===== src/hw/lsr_pkg.sv =====
// package: offsets, reset values, channel codes and thresholds of the limit status registers
package lsr_pkg;

  // ---------------------------------------------------------------
  // register offsets
  // ---------------------------------------------------------------
  localparam logic [7:0] INT_TEMP_OFFSET = 8'h1f;
  localparam logic [7:0] STATUS_ONE_OFFSET = 8'h20;
  localparam logic [7:0] ANALOG_STATUS_OFFSET = 8'h21;

  // ---------------------------------------------------------------
  // reset values and widths
  // ---------------------------------------------------------------
  localparam int REG_WIDTH = 8;
  localparam logic [7:0] INT_TEMP_RESET = 8'h00;
  localparam logic [7:0] STATUS_ONE_RESET = 8'h00;
  localparam logic [7:0] ANALOG_STATUS_RESET = 8'h00;
  localparam logic [7:0] UNMAPPED_READ = 8'h00;

  // ---------------------------------------------------------------
  // status one bit positions
  // ---------------------------------------------------------------
  localparam int REMOTE_ONE_BIT = 0;
  localparam int REMOTE_TWO_BIT = 1;
  localparam int STANDBY_BIT = 2;
  localparam int MAIN_BIT = 3;
  localparam int FIVE_BIT = 4;
  localparam int CORE_BIT = 5;
  localparam int STATUS_ONE_USED = 6;
  localparam int ANALOG_COUNT = 8;

  // ---------------------------------------------------------------
  // thermal-limit mode hysteresis, one degree per lsb
  // ---------------------------------------------------------------
  localparam int THERMAL_HYSTERESIS_DEGC = 5;
  localparam logic [7:0] THERMAL_HYSTERESIS = 8'(THERMAL_HYSTERESIS_DEGC);

  // ---------------------------------------------------------------
  // channel codes of the conversion sequencer
  // ---------------------------------------------------------------
  typedef enum logic [4:0] {
    CH_REMOTE_ONE,
    CH_REMOTE_TWO,
    CH_STANDBY,
    CH_MAIN,
    CH_FIVE,
    CH_CORE,
    CH_ANALOG_ZERO,
    CH_ANALOG_ONE,
    CH_ANALOG_TWO,
    CH_ANALOG_THREE,
    CH_ANALOG_FOUR,
    CH_ANALOG_FIVE,
    CH_ANALOG_SIX,
    CH_ANALOG_SEVEN,
    CH_ANALOG_NINE,
    CH_INTERNAL
  } lsr_channel_t;

endpackage : lsr_pkg


===== src/hw/lsr_window_check.sv =====
// window comparator: flags a value above its high or below its low limit
module lsr_window_check #(
  parameter int WIDTH = 8
) (
  input wire logic [WIDTH-1:0] value,
  input wire logic [WIDTH-1:0] highLimit,
  input wire logic [WIDTH-1:0] lowLimit,
  output logic outside
);

  assign outside = (value > highLimit) || (value < lowLimit);

endmodule : lsr_window_check


===== src/hw/lsr_thermal_track.sv =====
// thermal-limit mode tracker for one temperature channel, with engage and disengage pulses
module lsr_thermal_track (
  input wire logic clock,
  input wire logic reset,
  input wire logic update,
  input wire logic [7:0] reading,
  input wire logic [7:0] limit,
  output logic engage,
  output logic disengage,
  output logic modeActive
);

  logic mode_q;
  logic belowRelease;

  // compare in nine bits so a limit under the hysteresis never releases by wrap
  assign belowRelease = ({1'b0, reading} + {1'b0, lsr_pkg::THERMAL_HYSTERESIS})
    <= {1'b0, limit};
  assign engage = update && !mode_q && (reading > limit);
  assign disengage = update && mode_q && belowRelease;
  assign modeActive = mode_q;

  always_ff @(posedge clock or posedge reset)
  begin
    if (reset)
    begin
      mode_q <= 1'b0;
    end
    else if (engage)
    begin
      mode_q <= 1'b1;
    end
    else if (disengage)
    begin
      mode_q <= 1'b0;
    end
  end

endmodule : lsr_thermal_track


===== src/hw/lsr_limit_status.sv =====
// limit status registers: window and thermal-limit status bits, internal temperature byte
//
// Notes on behaviour
// - The internal temperature byte holds the latest internal reading, read-only, zero at reset.
// - The first status register sits at 20h, eight bits, read-only, zero at reset.
// - Remote one's status bit is 1 when its last conversion was above high or below low limit.
// - Remote one's bit is also set once when thermal-limit mode engages on that channel.
// - Remote one's bit is set once more when that channel falls 5 degrees below its limit.
// - Remote two's bit flags its window result, or analog input nine's in voltage mode.
// - Remote two's bit is set once on thermal-limit engage and once on disengage.
// - The standby rail bit is 1 when its last conversion was outside its limits.
// - The main 3.3 V rail bit is 1 when its last conversion was outside its limits.
// - The 5 V rail bit is 1 when its last conversion was outside its limits.
// - The analog status byte holds one window bit per analog input zero to seven.
module lsr_limit_status (
  input wire logic clock,
  input wire logic reset,
  input wire logic resultValid,
  input wire lsr_pkg::lsr_channel_t resultChannel,
  input wire logic [7:0] resultValue,
  input wire logic [7:0] highLimit,
  input wire logic [7:0] lowLimit,
  input wire logic [7:0] thermalLimitOne,
  input wire logic [7:0] thermalLimitTwo,
  input wire logic remoteTwoVoltageMode,
  input wire logic [7:0] readAddr,
  output logic [7:0] readData,
  output logic thermalLimitMode
);

  // ---------------------------------------------------------------
  // result qualification
  // ---------------------------------------------------------------
  logic outside;
  logic [lsr_pkg::STATUS_ONE_USED-1:0] statusStrobe;
  logic [lsr_pkg::STATUS_ONE_USED-1:0] thermalEvent;
  logic [lsr_pkg::ANALOG_COUNT-1:0] analogStrobe;
  logic remoteOneEngage;
  logic remoteOneDisengage;
  logic remoteOneMode;
  logic remoteTwoEngage;
  logic remoteTwoDisengage;
  logic remoteTwoMode;
  logic remoteTwoTempUpdate;
  logic internalStrobe;
  logic [7:0] intTemp_q;
  logic [7:0] statusOne_q;
  logic [7:0] analogStatus_q;
  logic [7:0] readData_q;
  logic [7:0] readData_d;
  logic thermalMode_q;

  lsr_window_check #(
    .WIDTH(lsr_pkg::REG_WIDTH)
  ) windowCheck (
    .value(resultValue),
    .highLimit(highLimit),
    .lowLimit(lowLimit),
    .outside(outside)
  );

  // remote two source select
  // in voltage mode the bit follows analog input nine and the temperature path idles
  assign remoteTwoTempUpdate = resultValid && !remoteTwoVoltageMode
    && (resultChannel == lsr_pkg::CH_REMOTE_TWO);

  always_comb
  begin
    statusStrobe = '0;
    statusStrobe[lsr_pkg::REMOTE_ONE_BIT] = resultValid
      && (resultChannel == lsr_pkg::CH_REMOTE_ONE);
    statusStrobe[lsr_pkg::REMOTE_TWO_BIT] = resultValid && (remoteTwoVoltageMode
      ? (resultChannel == lsr_pkg::CH_ANALOG_NINE) : (resultChannel == lsr_pkg::CH_REMOTE_TWO));
    statusStrobe[lsr_pkg::STANDBY_BIT] = resultValid && (resultChannel == lsr_pkg::CH_STANDBY);
    statusStrobe[lsr_pkg::MAIN_BIT] = resultValid && (resultChannel == lsr_pkg::CH_MAIN);
    statusStrobe[lsr_pkg::FIVE_BIT] = resultValid && (resultChannel == lsr_pkg::CH_FIVE);
    statusStrobe[lsr_pkg::CORE_BIT] = resultValid && (resultChannel == lsr_pkg::CH_CORE);
  end

  assign internalStrobe = resultValid && (resultChannel == lsr_pkg::CH_INTERNAL);

  // ---------------------------------------------------------------
  // thermal-limit mode tracking
  // ---------------------------------------------------------------
  lsr_thermal_track remoteOneTrack (
    .clock(clock),
    .reset(reset),
    .update(statusStrobe[lsr_pkg::REMOTE_ONE_BIT]),
    .reading(resultValue),
    .limit(thermalLimitOne),
    .engage(remoteOneEngage),
    .disengage(remoteOneDisengage),
    .modeActive(remoteOneMode)
  );

  lsr_thermal_track remoteTwoTrack (
    .clock(clock),
    .reset(reset),
    .update(remoteTwoTempUpdate),
    .reading(resultValue),
    .limit(thermalLimitTwo),
    .engage(remoteTwoEngage),
    .disengage(remoteTwoDisengage),
    .modeActive(remoteTwoMode)
  );

  always_comb
  begin
    thermalEvent = '0;
    thermalEvent[lsr_pkg::REMOTE_ONE_BIT] = remoteOneEngage || remoteOneDisengage;
    thermalEvent[lsr_pkg::REMOTE_TWO_BIT] = remoteTwoEngage || remoteTwoDisengage;
  end

  // registered so the mode output comes straight from a flop, one cycle behind the trackers
  always_ff @(posedge clock or posedge reset)
  begin
    if (reset)
    begin
      thermalMode_q <= 1'b0;
    end
    else
    begin
      thermalMode_q <= remoteOneMode || remoteTwoMode;
    end
  end

  assign thermalLimitMode = thermalMode_q;

  // ---------------------------------------------------------------
  // status register one
  // ---------------------------------------------------------------
  // per-channel re-evaluation
  // a bit only moves at its own conversion end, so a read between conversions is stable
  for (genvar i = 0; i < lsr_pkg::STATUS_ONE_USED; i++)
  begin : gStatusOne
    always_ff @(posedge clock or posedge reset)
    begin
      if (reset)
      begin
        statusOne_q[i] <= lsr_pkg::STATUS_ONE_RESET[i];
      end
      else if (statusStrobe[i])
      begin
        statusOne_q[i] <= outside || thermalEvent[i];
      end
    end
  end

  // upper bits are not assigned to any channel and read as zero
  assign statusOne_q[7:lsr_pkg::STATUS_ONE_USED] = '0;

  // ---------------------------------------------------------------
  // analog input status register
  // ---------------------------------------------------------------
  // analog window bits
  for (genvar i = 0; i < lsr_pkg::ANALOG_COUNT; i++)
  begin : gAnalog
    assign analogStrobe[i] = resultValid
      && (resultChannel == lsr_pkg::lsr_channel_t'(5'(lsr_pkg::CH_ANALOG_ZERO) + 5'(i)));

    always_ff @(posedge clock or posedge reset)
    begin
      if (reset)
      begin
        analogStatus_q[i] <= lsr_pkg::ANALOG_STATUS_RESET[i];
      end
      else if (analogStrobe[i])
      begin
        analogStatus_q[i] <= outside;
      end
    end

  end

  // ---------------------------------------------------------------
  // internal temperature byte
  // ---------------------------------------------------------------
  // internal reading capture
  always_ff @(posedge clock or posedge reset)
  begin
    if (reset)
    begin
      intTemp_q <= lsr_pkg::INT_TEMP_RESET;
    end
    else if (internalStrobe)
    begin
      intTemp_q <= resultValue;
    end
  end

  // ---------------------------------------------------------------
  // read port
  // ---------------------------------------------------------------
  // register decode
  always_comb
  begin
    unique case (readAddr)
      lsr_pkg::INT_TEMP_OFFSET: readData_d = intTemp_q;
      lsr_pkg::STATUS_ONE_OFFSET: readData_d = statusOne_q;
      lsr_pkg::ANALOG_STATUS_OFFSET: readData_d = analogStatus_q;
      default: readData_d = lsr_pkg::UNMAPPED_READ;
    endcase
  end

  // reads have no side effect, so the data is simply sampled every cycle
  always_ff @(posedge clock or posedge reset)
  begin
    if (reset)
    begin
      readData_q <= lsr_pkg::UNMAPPED_READ;
    end
    else
    begin
      readData_q <= readData_d;
    end
  end

  assign readData = readData_q;
endmodule : lsr_limit_status


===== config.mk =====
export PLATFORM = sky130hd
export DESIGN_NAME = lsr_limit_status
export DESIGN_NICKNAME = d
export VERILOG_FILES = /design/src/hw/lsr_pkg.sv /design/src/hw/lsr_window_check.sv /design/src/hw/lsr_thermal_track.sv /design/src/hw/lsr_limit_status.sv
export SDC_FILE = /design/constraint.sdc
export NUM_CORES = 1
export LEC_CHECK = 0
export BUFFER_PORTS_ARGS = -buffer_cell sky130_fd_sc_hd__clkbuf_2
export CORE_MARGIN = 2
export CORE_UTILIZATION = 35
export CTS_CLUSTER_SIZE = 16
export DETAILED_ROUTE_END_ITERATION = 8
export PLACE_DENSITY = 0.65
export SLEW_MARGIN = 0
export SYNTH_ARGS = -nofsm -noshare
export SYNTH_HDL_FRONTEND = slang
export SYNTH_HIERARCHICAL = 1
export SYNTH_SLANG_ARGS = --single-unit

===== constraint.sdc =====
create_clock -name clock -period 1.62 [get_ports clock]
set_input_delay 0.081 -clock clock [delete_from_list [all_inputs] [get_ports clock]]
set_output_delay 0.081 -clock clock [all_outputs]
set_load 0.1 [all_outputs]

==> results of run 1 <==
metal layers:
| layer | vias up | GRT usage (%) | share of wire, % |
|---|---|---|---|
| met5 | - | 0 | 0 |
| met4 | 0 | 5.36 | 2.5 |
| met2 | 93 | 32.7 | 49 |
| li1 | 1388 | - | - |
| met1 | 1335 | 21.4 | 44 |
| met3 | 23 | 3.76 | 5.1 |
state kept, by name (all words and copies together), names as in the netlist:
| register | cells |
|---|---|
| statusOne_q | 6 |
| thermalLimitMode | 1 |
| remoteOneTrack/modeActive | 1 |
| readData | 8 |
| analogStatus_q | 8 |
| remoteTwoTrack/modeActive | 1 |
| intTemp_q | 8 |
area by class of cell:
cell class                      count  area, um^2
Fill cell                         749        3890
Multi-Input combinational cell    231        2170
Timing Repair Buffer              133         947
Sequential cell                    33         826
Inverter                           41         156
Tap cell                          105         131
Clock buffer                        6        82.6
Clock inverter                      2        13.8
power by group:
part           switching (mW)  internal (mW)  total [mW]
Clock                   0.309          0.344       0.652
Sequential              0.103          0.982        1.09
Combinational           0.520          0.587        1.11
stage by stage:
| stage | hold WS, ns | total power, mW | setup WS [ns] | area [um^2] |
|---|---|---|---|---|
| after floorplan | -0.190 | 1.61 | -0.336 | 3000 |
| after global placement | -0.0713 | 1.97 | -0.599 | 3850 |
| after detailed placement | -0.0628 | 2.01 | -0.713 | 3850 |
| after CTS | 0.140 | 2.70 | -0.318 | 4080 |
| after global routing | 0.143 | 3.03 | -0.454 | 4330 |
| final | 0.140 | 2.84 | -0.341 | 4330 |
cells by family (layout without fill, tap and decap cells):
| family | after synthesis | in the layout | synth area share [%] |
|---|---|---|---|
| multiplexers | 27 | 27 | 10.2 |
| AO/OA/AOI/OAI | 60 | 60 | 14.6 |
| buffers and inverters | 45 | 182 | 6.06 |
| flip-flops | 33 | 33 | 28.0 |
| adder cells (fa/ha/maj) | 49 | 49 | 20.8 |
| AND/OR/NAND/NOR | 83 | 83 | 16.9 |
| XOR/XNOR | 12 | 12 | 3.56 |
Yosys cell counts (3+ instances only):
cell type | n | area share (%)
a21o_1 | 5 | 1.3
a21oi_1 | 17 | 2.9
and2_1 | 3 | 0.64
and3_1 | 3 | 0.64
dfrtp_1 | 33 | 28
ha_1 | 49 | 21
inv_1 | 41 | 5.2
mux2_1 | 11 | 4.2
mux2_2 | 9 | 3.4
mux2i_1 | 6 | 2.0
nand2_1 | 22 | 2.8
nand2b_1 | 4 | 0.85
nand3_1 | 8 | 1.4
nand4_1 | 5 | 1.1
nor2_1 | 14 | 1.8
nor3_1 | 7 | 1.2
o2111ai_1 | 4 | 1.2
o211ai_1 | 4 | 1.0
o21ai_0 | 8 | 1.4
o2bb2ai_1 | 6 | 1.8
or3_1 | 3 | 0.64
xnor2_1 | 10 | 3.0
tightest hold or removal path: stages:
cell and delay (ns):
clkbuf_2 0.11, nor4_4 0.08, o2bb2ai_1 0.12
final timing paths:
| kind | startpoint | to | slack, ns | depth (start not counted) |
|---|---|---|---|---|
| worst max register to register | remoteTwoTrack/modeActive | statusOne_q[1] | 0.14 | 5 |
| worst min-delay path | readAddr[6] | readData[4] | 0.14 | 3 |
| worst max-delay path | resultValue[1] | statusOne_q[1] | -0.34 | 11 |
| max in group asynchronous | reset | analogStatus_q[4] | 0.89 | 4 |
| min in group asynchronous | reset | remoteOneTrack/modeActive | 0.20 | 3 |
| worst min register to register | intTemp_q[3] | readData[3] | 0.48 | 1 |
timing repair:
| item | CTS | global route |
|---|---|---|
| resized for setup | 16 | 39 |
| hold endpoints to repair | 33 | 0 |
| gates cloned | 0 | 1 |
| buffers inserted | 6 | 5 |
| pin swaps | 17 | 13 |
| endpoints found under the setup margin | 16 | 16 |
| hold buffers | 1 | 0 |
==> impl_results.md, run 1 <==
* Area growth from synthesis to layout at 46.5%
* Crit path max-delay family: simple AND/OR/NAND/NOR gates
* Critical Path Start Type: primary input
* Critical Path RT at 1.79 ns
* Setup ws final at -0.341 ns
* Most common cell after layout, fill and taps aside: buf_4
* Core area at about 8200 um^2
* Wire length per cell at 15.3 um
* Max incr delay on CP at 0.32 ns
* Max Root-Sink Buffers at 2
* Diodes inserted at 0
* Die H at 95.9 um
* Async set-reset flop share out of synthesis at 100%
* Layout Skew at 0.00606 ns
* Critical-path maximum fanout at 5
* First-pass GRT wire length at between 10 and 15 mm
* Crit-path cells: clkbuf_16 > ha_4 > o2111ai_4 > xnor2_1 > ha_1 > nand4_1 > o2111ai_1 > or3_1 > a21oi_2 > or3_1 > mux2_4
* CP max stage cell: or3_1
* Routed vias at 2839
* Initial antenna violation count at 0
* Synthesized instance count at 309
* Post-route ant nets at 0
* Routed wire length at approximately 8.4 mm
* Hold Path Class: in2reg
* FF+latch count, synth at 33
* Port bufs at 65
* Vias in the first global route at slightly below 3000
* Via density at between 5 and 6
* H-tree level count at 2
* Worst setup path class: in2reg
* CTS Buf Count at 5
* Most frequent cells in the layout: buf_4, clkbuf_2, inv_1, ha_1, dfrtp_1
* CTS tree: done
* Total GRT Usage at 18.1%
* Die W at roughly 96 um
* Warning count from the yosys run at 6
* Failing checks: setup timing
* Root buffer cell: clkbuf_8
* Register area share after synthesis at 28.0%
* Post-layout net count at 551
* Clock sinks at 33
* GRT overflow at 0
* Share of the core filled with cells at 52.7%
* Achievable frequency at 510 MHz
* Fin. Hold Viols at 0
* Dpl cells at 530
* EDFF count, synth at 0
* DR pass1 iterations at 4
* Max Cap Viol at 0
* Slew @ Worst Pin at 0.550 ns
* Violation count after the first detailed-route iteration at 64
* Maximum vdd drop at 0.000306 V
* Mapped Area at 2950 um^2
* Crit path capture type: flip-flop
* Total power per unit cell area at 657 nW/um^2
* Final setup TNS at -2.47 ns
* Worst-path clk slew at roughly 0.070 ns
* Gp weighted congestion at ~0.9
* Die area at a little over 9000 um^2
* Layout cells sized above 1 at 43.0%
* Post-Layout Cell Count at approximately 550
* Largest net degree at the start of global routing at 32
* Dominant synthesized flop cell: dfrtp_1
* IO Pins at 66
* Mapped Avg Cell Area at 9.56 um^2
* Unique masters post-synth at 49
* Initial Util at 35.9%
* Detail Placement HPWL at 6.54 mm
* Slew margin rel. at 63.5%
* Leakage at between 2 and 2.5 nW
* Outcome: complete, but fails checks
* Cell row count at 33
* CP most frequent cell: or3_1
* Pins Over Slew Limit at 0
* DRC violations left at 0
* Unrepaired setup endpoints after global routing: true
* Final setup viols at 16
* Crit path arrival time at 2.13 ns
* Bufs and invs on worst path at 1
* Clock latency on the worst-skew pair at 0.29 ns
* Synthesized Nets at 415
* Period utilization at 121%
* Minimum clock period after layout at about 2.0 ns
(Power assumes the default switching activity.)
==> inputs of run 2 (changes only) <==
--- a/config.mk
+++ b/config.mk
@@ -8,6 +8,7 @@
 export BUFFER_PORTS_ARGS = -buffer_cell sky130_fd_sc_hd__clkbuf_2
 export CORE_MARGIN = 2
 export CORE_UTILIZATION = 35
+export CTS_CLUSTER_DIAMETER = 150
 export CTS_CLUSTER_SIZE = 16
 export DETAILED_ROUTE_END_ITERATION = 8
 export PLACE_DENSITY = 0.65
==> constraint.sdc (replaced) <==
create_clock -name clock -period 2.3 [get_ports clock]
set_input_delay 0.115 -clock clock [delete_from_list [all_inputs] [get_ports clock]]
set_output_delay 0.115 -clock clock [all_outputs]
set_load 0.1 [all_outputs]
==> run 2 against run 1 <==
The flow now finishes without violations. Count of clock-buffer cells in the layout grew 1. First-iteration DRC count rose by 16%. Combinational power down 47%. Die area is the same. Worst hold slack gained 0.052 ns. Critical endpoint unchanged.
==> impl_results.md, run 2 (synthesis results as in run 1) <==
* Outcome: complete, no violations
* Core area at 8220 um^2 (unchanged)
* Layout cells sized above 1 at 29.7% (-13 points)
* Initial antenna violation count at 0 (unchanged)
* Bufs and invs on worst path at 2 (+1)
* CTS Buf Count at 5 (unchanged)
* Routed vias at 2607 (-8.2%)
* Crit-path cells: clkbuf_2 > buf_4 > a21oi_1 > nor2_1 > xor2_1 > ha_1 > nand4_1 > o2111ai_1 > or3_1 > a21oi_2 > or3_1 > mux2_1
* First-pass GRT wire length at 12.3 mm (-5.4%)
* DR pass1 iterations at 4 (unchanged)
* Share of the core filled with cells at 44.8% (-7.8 points)
* Worst-path clk slew at 0.07 ns (about the same)
* CP most frequent cell: or3_1
* Clock latency on the worst-skew pair at 0.28 ns (about the same)
* Crit path capture type: flip-flop
* Die area at 9190 um^2 (unchanged)
* Violation count after the first detailed-route iteration at 74 (+16%)
* Unrepaired setup endpoints after global routing: false
* Postcts setup bufs at 0 (-6)
* Slew margin rel. at 63.3% (-0.19 points)
* Largest net degree at the start of global routing at 20 (-38%)
* Filler Cell Count at 799 (+6.7%)
* Most frequent cells in the layout: clkbuf_2, ha_1, inv_1, dfrtp_1
* IO Pins at 66 (unchanged)
* Area growth from synthesis to layout at 24.7%
* Max Cap Viol at 0 (unchanged)
* DRC violations left at 0 (unchanged)
* Detail Placement HPWL at 6.21 mm (-5.1%)
* Fin. Hold Viols at 0 (unchanged)
* Post-layout net count at 506 (-8.2%)
* CTS tree: done
* Period utilization at 94.7%
* Total power per unit cell area at 517 nW/um^2 (-21%)
* Final setup TNS at 0 ns (+2.47 ns)
* Initial Util at 35.9% (unchanged)
* Pins Over Slew Limit at 0 (unchanged)
* Critical-path maximum fanout at 6 (+1)
* Max Root-Sink Buffers at 2 (unchanged)
* Achievable frequency at 459 MHz
* Max incr delay on CP at 0.33 ns (about the same)
* Cell row count at 33 (unchanged)
* Gp weighted congestion at 0.920 (+3.9%)
* Worst setup path class: in2reg
* Die W at 95.9 um (unchanged)
* Layout Skew at 0.00515 ns (-0.000908 ns)
* Slew @ Worst Pin at 0.546 ns (-0.00363 ns)
* Critical Path RT at 2.46 ns (+0.67 ns)
* Clock sinks at 33 (unchanged)
* Via density at 5.15 (about the same)
* Critical Path Start Type: primary input
* Die H at 95.9 um (unchanged)
* Flop-to-flop setup slack at 0.79 ns (+0.65 ns)
* Root buffer cell: clkbuf_8
* H-tree level count at 2 (unchanged)
* Wire length per cell at 14.7 um (-3.8%)
* Maximum vdd drop at 0.000244 V (-20%)
* Crit path arrival time at 2.34 ns (+0.21 ns)
* Leakage at 1.91 nW (-14%)
* Hold Path Class: in2reg
* Diodes inserted at 0 (unchanged)
* Post-route ant nets at 0 (unchanged)
* Hold WS at 0.193 ns (+0.0524 ns)
* Minimum clock period after layout at 2.18 ns
* Total GRT Usage at 17.3% (-0.80 points)
* Vias in the first global route at 2696 (-8.3%)
* Final setup viols at 0 (-16)
* GRT overflow at 0 (unchanged)
* Most common cell after layout, fill and taps aside: clkbuf_2
* Port bufs at 65 (unchanged)
* CP max stage cell: or3_1
* Routed wire length at 7.44 mm (-12%)
* Crit path max-delay family: simple AND/OR/NAND/NOR gates
run 2: power by group:
part | total, mW | switching, mW | internal, mW
combinational | 0.587 | 0.314 | 0.274
sequential | 0.761 | 0.0689 | 0.692
clock | 0.556 | 0.203 | 0.353
total | 1.90 | 0.585 | 1.32
run 2: area by class of cell:
cell class                      instances  area (um^2)  area share [%]
Tap cell                              105          131            3.57
Inverter                               41          154            4.18
Multi-Input combinational cell        231         1950            53.1
Sequential cell                        33          826            22.4
Timing Repair Buffer                   88          500            13.6
Clock inverter                          1         30.0           0.815
Clock buffer                            7         86.3            2.34
run 2: metal layers:
layer	wire, um	global-route usage [%]	up-vias
li1	-	-	1297
met1	3230	21.6	1229
met2	3730	30.2	66
met3	326	2.98	15
met4	149	5.36	0
met5	0	0	-
run 2: final timing paths:
path	from	to	depth (start not counted)
max reg2reg	remoteTwoTrack/modeActive	statusOne_q[1]	5
min	readAddr[7]	readData[4]	3
max	resultValue[0]	statusOne_q[1]	12
max in group asynchronous	reset	statusOne_q[2]	4
min reg2reg	intTemp_q[5]	readData[5]	1
min in group asynchronous	reset	remoteOneTrack/modeActive	3
run 2: through the flow:
step / setup WS, ns / power [mW] / instance area [um^2] / cells
detailed placement: -0.208 / 1.36 / 3550 / 497
finish: 0.122 / 1.90 / 3680 / 506
global route: 0.00644 / 2.03 / 3680 / 506
global placement: -0.0815 / 1.33 / 3550 / 497
floorplan: 0.150 / 1.13 / 2950 / 309
CTS: 0.0987 / 1.92 / 3680 / 506
run 2: tightest hold or removal path, cell delays in order:
cell and delay (ns):
clkbuf_2 0.12, nor4_4 0.08, o2bb2ai_1 0.12
run 2: timing repair:
action	CTS	global route
gates resized for setup	0	1
hold buffers	1	0
setup endpoints to repair	0	1
hold endpoints to repair	14	0
